`src/hdl/tudcb_pkg.sv`:
```
package tudcb_pkg;

	// register indices; the byte address is four times the index
	localparam logic [7:0] IDX_CONTROL = 8'hC8;
	localparam logic [7:0] IDX_MODE = 8'hC9;
	localparam logic [7:0] IDX_RELOAD_LOW = 8'hCA;
	localparam logic [7:0] IDX_RELOAD_HIGH = 8'hCB;
	localparam logic [7:0] IDX_COUNT_LOW = 8'hCC;
	localparam logic [7:0] IDX_COUNT_HIGH = 8'hCD;
	localparam int ADDR_W = 12;

	// timer_control_register bit positions
	localparam int CTL_OVERFLOW = 7;
	localparam int CTL_EXTERNAL = 6;
	localparam int CTL_RX_SRC = 5;
	localparam int CTL_TX_SRC = 4;
	localparam int CTL_EXT_EN = 3;
	localparam int CTL_RUN = 2;
	localparam int CTL_CT_SEL = 1;
	localparam int CTL_CAP_SEL = 0;

	// timer_mode_register bit positions
	localparam int MOD_CLK_OE = 1;
	localparam int MOD_DOWN_EN = 0;

	// reset values
	localparam logic [7:0] CONTROL_RESET = 8'h00;
	localparam logic [1:0] MODE_RESET = 2'h0;
	localparam logic [15:0] COUNT_RESET = 16'h0000;
	localparam logic [15:0] RELOAD_RESET = 16'h0000;
	localparam logic [15:0] COUNT_MAX = 16'hFFFF;

	// timing counts
	localparam logic [2:0] MC_CLOCKS = 3'h6;
	localparam logic [3:0] BAUD_DIV_LAST = 4'hF;

endpackage : tudcb_pkg

```
`src/hdl/tudcb_timer.sv`:
```
// Our own choices: the placing of the registers and register access over APB.
`timescale 1ns/10ps

// What this block does
// - with down count enabled and direction pin high, count up, flag overflow past FFFF
// - upward overflow in up/down mode loads reload value into count
// - down counting with direction pin low underflows when count equals reload
// - underflow sets overflow flag and loads FFFF into count
// - in up/down mode external flag toggles on each overflow and underflow
// - clock out frequency is oscillator over twice (65536 minus reload)
// - clock out mode rollovers never set the overflow flag
// - transmit and receive baud come from this timer or the other, per source bits
// - baud mode rollover reloads count from reload registers
// - uart baud tick is timer overflow rate divided by 16
// - internally timed baud mode counts every oscillator clock
// - baud mode only while a source bit is set; rollover sets no flag
// - baud mode falling direction pin edge sets external flag, no reload
// - down count enable reads zero after reset
// - baud source set forces auto-reload, ignoring capture select
// - falling pin edge needs three machine cycles: high, low, then flag set
module tudcb_timer (
	// clock and reset
	input wire logic clk_sys,
	input wire logic rst_n,
	// apb slave
	input wire logic psel,
	input wire logic penable,
	input wire logic pwrite,
	input wire logic [tudcb_pkg::ADDR_W-1:0] paddr,
	input wire logic [31:0] pwdata,
	input wire logic [3:0] pstrb,
	output logic [31:0] prdata,
	output logic pready,
	output logic pslverr,
	// pins
	input wire logic clock_pin_in,
	output logic clock_pin_out,
	output logic clock_pin_oe,
	input wire logic direction_trigger_input,
	// uart baud path
	input wire logic other_timer_overflow,
	output logic tx_baud_tick,
	output logic rx_baud_tick,
	// flag level towards the interrupt controller
	output logic timer_flag_request
);

	logic [7:0] control_reg;
	logic [7:0] control_next;
	logic [1:0] mode_reg;
	logic [15:0] count_reg;
	logic [15:0] count_next;
	logic [15:0] reload_reg;
	logic [15:0] reload_next;
	logic [2:0] mc_cnt_reg;
	logic pin_s1_reg;
	logic pin_s2_reg;
	logic pin_a_reg;
	logic pin_b_reg;
	logic dir_s1_reg;
	logic dir_s2_reg;
	logic dir_a_reg;
	logic dir_b_reg;
	logic clk_out_reg;
	logic [3:0] tx_div_reg;
	logic [3:0] rx_div_reg;
	logic tx_tick_reg;
	logic rx_tick_reg;
	logic [31:0] prdata_reg;

	// control fields
	wire overflow_flag = control_reg[tudcb_pkg::CTL_OVERFLOW];
	wire external_flag = control_reg[tudcb_pkg::CTL_EXTERNAL];
	wire rx_baud_source = control_reg[tudcb_pkg::CTL_RX_SRC];
	wire tx_baud_source = control_reg[tudcb_pkg::CTL_TX_SRC];
	wire external_trigger_enable = control_reg[tudcb_pkg::CTL_EXT_EN];
	wire run_control = control_reg[tudcb_pkg::CTL_RUN];
	wire timer_counter_select = control_reg[tudcb_pkg::CTL_CT_SEL];
	wire capture_reload_select = control_reg[tudcb_pkg::CTL_CAP_SEL];
	wire clock_out_enable = mode_reg[tudcb_pkg::MOD_CLK_OE];
	wire down_count_enable = mode_reg[tudcb_pkg::MOD_DOWN_EN];

	// apb decode
	wire [tudcb_pkg::ADDR_W-3:0] reg_idx = paddr[tudcb_pkg::ADDR_W-1:2];
	wire word_aligned = (paddr[1:0] == 2'h0);
	wire hit_control = word_aligned && (reg_idx == 10'(tudcb_pkg::IDX_CONTROL));
	wire hit_mode = word_aligned && (reg_idx == 10'(tudcb_pkg::IDX_MODE));
	wire hit_rl_low = word_aligned && (reg_idx == 10'(tudcb_pkg::IDX_RELOAD_LOW));
	wire hit_rl_high = word_aligned && (reg_idx == 10'(tudcb_pkg::IDX_RELOAD_HIGH));
	wire hit_cnt_low = word_aligned && (reg_idx == 10'(tudcb_pkg::IDX_COUNT_LOW));
	wire hit_cnt_high = word_aligned && (reg_idx == 10'(tudcb_pkg::IDX_COUNT_HIGH));
	wire hit_any = hit_control || hit_mode || hit_rl_low || hit_rl_high
		|| hit_cnt_low || hit_cnt_high;
	wire setup_phase = psel && !penable;
	wire access_phase = psel && penable;
	wire wr_lane0 = access_phase && pwrite && pstrb[0];
	wire wr_control = wr_lane0 && hit_control;
	wire wr_mode = wr_lane0 && hit_mode;
	wire wr_rl_low = wr_lane0 && hit_rl_low;
	wire wr_rl_high = wr_lane0 && hit_rl_high;
	wire wr_cnt_low = wr_lane0 && hit_cnt_low;
	wire wr_cnt_high = wr_lane0 && hit_cnt_high;

	// read mux; reserved bits read zero
	wire [7:0] read_byte = hit_control ? control_reg
		: hit_mode ? {6'h00, mode_reg}
		: hit_rl_low ? reload_reg[7:0]
		: hit_rl_high ? reload_reg[15:8]
		: hit_cnt_low ? count_reg[7:0]
		: hit_cnt_high ? count_reg[15:8]
		: 8'h00;

	// machine cycle enable, one clock in six
	wire mc_tick = (mc_cnt_reg == tudcb_pkg::MC_CLOCKS - 3'h1);

	// operating modes
	wire baud_mode = rx_baud_source || tx_baud_source;
	wire clkout_mode = clock_out_enable && !timer_counter_select;
	wire updown_mode = down_count_enable && !baud_mode;
	wire capture_mode = capture_reload_select && !baud_mode && !updown_mode;
	wire fast_count = !timer_counter_select && (baud_mode || clkout_mode);

	// falling edges seen over three machine cycles
	wire pin_fall = mc_tick && pin_b_reg && !pin_a_reg;
	wire dir_fall = mc_tick && dir_b_reg && !dir_a_reg;
	wire ext_edge = dir_fall && external_trigger_enable && !updown_mode;

	// counting
	wire count_src = timer_counter_select ? pin_fall : (fast_count ? 1'b1 : mc_tick);
	wire count_en = run_control && count_src;
	wire count_up = !updown_mode || dir_s2_reg;
	wire at_max = (count_reg == tudcb_pkg::COUNT_MAX);
	wire at_floor = (count_reg == reload_reg);
	wire ovf = count_en && count_up && at_max;
	wire unf = count_en && !count_up && at_floor;
	wire ovf_reload = ovf && !capture_mode;
	wire ext_reload = ext_edge && !capture_mode && !baud_mode;
	wire capture_evt = ext_edge && capture_mode;
	wire set_overflow = (ovf || unf) && !baud_mode && !clkout_mode;
	wire toggle_external = (ovf || unf) && updown_mode;
	wire selected_tx = tx_baud_source ? ovf : other_timer_overflow;
	wire selected_rx = rx_baud_source ? ovf : other_timer_overflow;

	// control register: hardware set wins over a software clear
	always_comb
	begin
		control_next = wr_control ? pwdata[7:0] : control_reg;
		if (set_overflow)
		begin
			control_next[tudcb_pkg::CTL_OVERFLOW] = 1'b1;
		end
		if (toggle_external)
		begin
			control_next[tudcb_pkg::CTL_EXTERNAL] = !control_next[tudcb_pkg::CTL_EXTERNAL];
		end
		else if (ext_edge)
		begin
			control_next[tudcb_pkg::CTL_EXTERNAL] = 1'b1;
		end
	end

	// count: software byte write, then underflow, reload, step
	always_comb
	begin
		count_next = count_reg;
		if (wr_cnt_low || wr_cnt_high)
		begin
			if (wr_cnt_low)
			begin
				count_next[7:0] = pwdata[7:0];
			end
			if (wr_cnt_high)
			begin
				count_next[15:8] = pwdata[7:0];
			end
		end
		else if (unf)
		begin
			count_next = tudcb_pkg::COUNT_MAX;
		end
		else if (ovf_reload || ext_reload)
		begin
			count_next = reload_reg;
		end
		else if (count_en)
		begin
			count_next = count_up ? count_reg + 16'h0001 : count_reg - 16'h0001;
		end
	end

	// reload: a capture takes precedence over a software write
	always_comb
	begin
		reload_next = reload_reg;
		if (capture_evt)
		begin
			reload_next = count_reg;
		end
		else
		begin
			if (wr_rl_low)
			begin
				reload_next[7:0] = pwdata[7:0];
			end
			if (wr_rl_high)
			begin
				reload_next[15:8] = pwdata[7:0];
			end
		end
	end

	always_ff @(posedge clk_sys or negedge rst_n)
	begin
		if (!rst_n)
		begin
			control_reg <= tudcb_pkg::CONTROL_RESET;
			mode_reg <= tudcb_pkg::MODE_RESET;
			count_reg <= tudcb_pkg::COUNT_RESET;
			reload_reg <= tudcb_pkg::RELOAD_RESET;
		end
		else
		begin
			control_reg <= control_next;
			if (wr_mode)
			begin
				mode_reg <= pwdata[1:0];
			end
			count_reg <= count_next;
			reload_reg <= reload_next;
		end
	end

	// machine cycle divider
	always_ff @(posedge clk_sys or negedge rst_n)
	begin
		if (!rst_n)
		begin
			mc_cnt_reg <= 3'h0;
		end
		else
		begin
			mc_cnt_reg <= mc_tick ? 3'h0 : mc_cnt_reg + 3'h1;
		end
	end

	// pin synchronisers and machine cycle samplers
	always_ff @(posedge clk_sys or negedge rst_n)
	begin
		if (!rst_n)
		begin
			pin_s1_reg <= 1'b1;
			pin_s2_reg <= 1'b1;
			dir_s1_reg <= 1'b1;
			dir_s2_reg <= 1'b1;
			pin_a_reg <= 1'b1;
			pin_b_reg <= 1'b1;
			dir_a_reg <= 1'b1;
			dir_b_reg <= 1'b1;
		end
		else
		begin
			pin_s1_reg <= clock_pin_in;
			pin_s2_reg <= pin_s1_reg;
			dir_s1_reg <= direction_trigger_input;
			dir_s2_reg <= dir_s1_reg;
			if (mc_tick)
			begin
				pin_a_reg <= pin_s2_reg;
				pin_b_reg <= pin_a_reg;
				dir_a_reg <= dir_s2_reg;
				dir_b_reg <= dir_a_reg;
			end
		end
	end

	// clock out pin toggles once per rollover
	always_ff @(posedge clk_sys or negedge rst_n)
	begin
		if (!rst_n)
		begin
			clk_out_reg <= 1'b0;
		end
		else if (!clkout_mode)
		begin
			clk_out_reg <= 1'b0;
		end
		else if (ovf)
		begin
			clk_out_reg <= !clk_out_reg;
		end
	end

	// baud ticks, one per sixteen selected overflows
	always_ff @(posedge clk_sys or negedge rst_n)
	begin
		if (!rst_n)
		begin
			tx_div_reg <= 4'h0;
			rx_div_reg <= 4'h0;
			tx_tick_reg <= 1'b0;
			rx_tick_reg <= 1'b0;
		end
		else
		begin
			if (selected_tx)
			begin
				tx_div_reg <= tx_div_reg + 4'h1;
			end
			if (selected_rx)
			begin
				rx_div_reg <= rx_div_reg + 4'h1;
			end
			tx_tick_reg <= selected_tx && (tx_div_reg == tudcb_pkg::BAUD_DIV_LAST);
			rx_tick_reg <= selected_rx && (rx_div_reg == tudcb_pkg::BAUD_DIV_LAST);
		end
	end

	// read data is latched in the setup cycle
	always_ff @(posedge clk_sys or negedge rst_n)
	begin
		if (!rst_n)
		begin
			prdata_reg <= 32'h0000_0000;
		end
		else if (setup_phase && !pwrite)
		begin
			prdata_reg <= {24'h00_0000, read_byte};
		end
	end

	assign prdata = prdata_reg;
	assign pready = 1'b1;
	assign pslverr = access_phase && !hit_any;
	assign clock_pin_out = clk_out_reg;
	assign clock_pin_oe = clkout_mode;
	assign tx_baud_tick = tx_tick_reg;
	assign rx_baud_tick = rx_tick_reg;
	assign timer_flag_request = overflow_flag || external_flag;

endmodule : tudcb_timer

```
`config.mk`:
```
export PLATFORM = sky130hd
export DESIGN_NAME = tudcb_timer
export DESIGN_NICKNAME = d
export VERILOG_FILES = /design/src/hdl/tudcb_pkg.sv /design/src/hdl/tudcb_timer.sv
export SDC_FILE = /design/constraint.sdc
export NUM_CORES = 1
export LEC_CHECK = 0
export ABC_AREA = 1
export BUFFER_PORTS_ARGS = -buffer_cell sky130_fd_sc_hd__buf_2
export CAP_MARGIN = 10
export CORE_MARGIN = 5
export CORE_UTILIZATION = 45
export DETAILED_ROUTE_END_ITERATION = 7
export GPL_ROUTABILITY_DRIVEN = 1
export PLACE_DENSITY_LB_ADDON = 0.3
export SLEW_MARGIN = 20
export SYNTH_ARGS = -nofsm -noshare
export SYNTH_HDL_FRONTEND = slang
export SYNTH_SLANG_ARGS = --single-unit
```
`constraint.sdc`:
```
create_clock -name clk_sys -period 3.15 [get_ports clk_sys]
set_input_delay 0.1575 -clock clk_sys [delete_from_list [all_inputs] [get_ports clk_sys]]
set_output_delay 0.1575 -clock clk_sys [all_outputs]
set_load 0.02 [all_outputs]
```
==> impl_results.md <==
* Status: finished, final reports clean
* Slowest cell on crit path: dfrtp_1
* Worst setup margin at 573.1 ps
* Pre-CTS setup slack at 620.1 ps
* Row count at 39
* Routed WL per cell at 16.91 um
* Share of cells above drive strength 1 at 13.56%
* Die X at 118.7 um
* TritonCTS Sinks at 72
* H-tree lvl count at 3
* Cell Count, Final, Fillers Out at 954
* Ant diodes at 0
* First-pass GRT wire length at 26,230 um
* Max-cap violations at 0
* Least-Margin Pin Slew at 942.6 ps
* WL final at 16,130 um
* CTS buffer count at 9
* Synth Instances at 762
* ANT nets after route at 0
* Synth Register Bits at 72
* Drt via density at 5.583
* Period utilization at 81.81%
* Delay-heaviest family, CP: simple AND/OR/NAND/NOR gates
* Total vias in the final route at 5,326
* Die ar. at 14,080 sq um
* Ys flop type: dfrtp_1
* Hold-fix buffers, CTS at 3
* Placer Congestion at 0.9217
* Register area share after synthesis at 34.09%
* Initial antenna violation count at 0
* Final nets at 865
* Number of synthesized flops with an enable pin at 0
* Crit-path max FO at 24
* Setup tns final at 0 ps
* DRC errors left at 0
* Leakage Power at 3.142 nW
* Netlist cell types at 52
* Min cycle time layout at 2577 ps
* CTS Root Cell: clkbuf_16
* Fin. Hold Viols at 0
* Area of the mapped netlist at 5315 sq um
* Placed cells at 935
* Post-CTS sizing at 0
* Setup-failing EPs final at 0
* Power Dens Cells at 458.9 nW/um^2
* Pin count of the biggest net entering global routing at 73
* RSZ-0062 raised after global routing: no
* Worst setup SP type: flop
* Clock Path Buffers at 2
* First-pass iteration count of the detailed router at 7
* GRT Total Usage at 23.08%
* Starting Density at 46.15%
* Io pins at 95
* Relative max-transition margin at 37.16%
* Peak supply drop at 0.4120 mV
* Detailed Place HPWL at 12,320 um
* Post-layout util at 51.23%
* Clock Latency Late Sink at 340 ps
* Worst clock skew at 6.084 ps
* DR iter-0 viols at 695
* Die H at 118.7 um
* Filler cells at 1,163
* Post CTS Setup Buffer Count at 0
* TritonCTS clock tree: built
* WP buf/inv at 2
* Area added between synthesis and finish at 10.99%
* Slew Limit Fails at 0
* Yosys warning count at 0
* Crit-path cells: nor2_4 -> buf_4 -> nand2_1 -> o21ai_1 -> a21oi_4 -> nand2_4 -> nand2_8 -> nand2_4 -> nand3b_2 -> nand2_2 -> clkinv_2 -> nor2_1 -> a21oi_1
* Clock transition at the registers of the reported paths at 60 ps
* Worst path max stage delay at 480 ps
* Class of the worst hold path: in2reg
* Crit path capture type: flop
* Fmax at 388.1 MHz
* Worst Path Class, Setup: reg2reg
* Vias in the first global route at 5,017
* WP data arrival at 2790 ps
* Port Buffers at 42
* Most used cell, CP: nand2_4
* Core box area at 11,520 sq um
* Syn Area/Cell at 6.975 sq um
* CP required at 3370 ps
* Congestion Overflow GR at 0
* Async SR Flop Fraction at 100.0%
## metal layers
layer / wire, um / global-route usage, % / vias up
li1: - / - / 2567
met4: 410 / 7.314 / 0
met2: 7373 / 35.56 / 243
met3: 1306 / 4.680 / 29
met5: 0 / 0 / -
met1: 7042 / 32.63 / 2487
## cells in the final DEF, fill, tap and decap left out, drive strengths merged, types with 10 or more instances in the layout
| cell type | n |
|---|---|
| a41oi | 11 |
| buf | 50 |
| dfrtp | 64 |
| o21ai | 36 |
| nand4 | 23 |
| inv | 95 |
| nand3 | 62 |
| o221ai | 16 |
| xor2 | 17 |
| conb | 25 |
| nand2 | 212 |
| clkbuf | 10 |
| nor3 | 11 |
| a21oi | 24 |
| nor2 | 82 |
## area by class of cell
| cell class | instances | area [sq um] | share of cell area [%] |
|---|---|---|---|
| clock buffers | 10 | 239.0 | 4.051 |
| clock inverters | 6 | 66.31 | 1.124 |
| inverters | 98 | 369.1 | 6.257 |
| multi-input cells | 572 | 2932 | 49.69 |
| flip-flops and latches | 72 | 1812 | 30.71 |
| well taps | 143 | 178.9 | 3.033 |
| repair buffers | 53 | 302.8 | 5.133 |
## where the power goes
| part | switching (mW) | internal, mW |
|---|---|---|
| registers | 0.0810 | 1.01 |
| logic | 0.378 | 0.185 |
| clock network | 0.416 | 0.639 |
| total | 0.876 | 1.83 |
## worst register-to-register path, stage by stage, from the launching register on
cell	delay [ps]
dfrtp_1	480
nor2_4	130
buf_4	210
nand2_1	80
o21ai_1	210
a21oi_4	130
nand2_4	140
nand2_8	90
nand2_4	270
nand3b_2	160
nand2_2	200
clkinv_2	180
nor2_1	130
a21oi_1	50
## logic make-up (layout without fill, tap and decap cells)
kind of cell               count (synthesis)  in the layout  share of synthesized area [%]
DFF                                       72             72                          34.09
xor gates and xnor gates                  22             22                          3.625
buffers and inverters                    141            167                          12.38
AOI/OAI and AO/OA                        112            112                          14.03
muxes                                      2              2                         0.4237
adders and majority gates                  3              3                         0.7063
and+or+nand+nor                          408            408                          34.60
other                                      2             25                         0.1413
## through the flow
| step | cell area [sq um] | hold slack (ps) | power, mW |
|---|---|---|---|
| floorplan | 5401 | -138.1 | 1.492 |
| detailed placement | 5564 | 263.7 | 1.655 |
| finish | 5899 | 101.7 | 2.707 |
| CTS | 5899 | 88.01 | 2.717 |
| global route | 5899 | 118.3 | 2.846 |
| global placement | 5564 | 262.6 | 1.642 |
## cell usage after synthesis (all sizes together) (2+ instances only)
library cell / count / area [sq um]
nand3b: 2 / 18.77
nand3: 62 / 315.3
xor2: 17 / 148.9
conb: 2 / 7.510
o22ai: 9 / 56.30
nor3: 11 / 76.33
xnor2: 5 / 43.79
o21ai: 36 / 187.7
mux2: 2 / 22.52
o211ai: 5 / 42.54
a41oi: 11 / 96.34
a22oi: 3 / 22.52
nand4: 23 / 150.1
a21oi: 24 / 131.4
dfrtp: 64 / 1602
nor4: 9 / 71.32
dfstp: 8 / 210.2
ha: 3 / 37.54
or2: 6 / 37.53
clkinv: 5 / 20.01
a2bb2oi: 5 / 43.79
nor2: 82 / 327.8
nand2: 212 / 834.6
o221ai: 16 / 140.1
inv: 93 / 349.1
buf: 38 / 270.3
clkbuf: 5 / 18.77
## path summary, 6_finish.rpt
check,depth (start not counted),slack (ps),endpoint,startpoint
max reg2reg,13,570,count_reg[10],control_reg[5]
min reg2reg,0,350,pin_s2_reg,pin_s1_reg
max,13,570,count_reg[10],control_reg[5]
min,3,100,tx_baud_tick,other_timer_overflow
max in group asynchronous,2,2040,mode_reg[1],rst_n
min in group asynchronous,2,510,reload_reg[10],rst_n
Power figures use the tool's default switching activity.
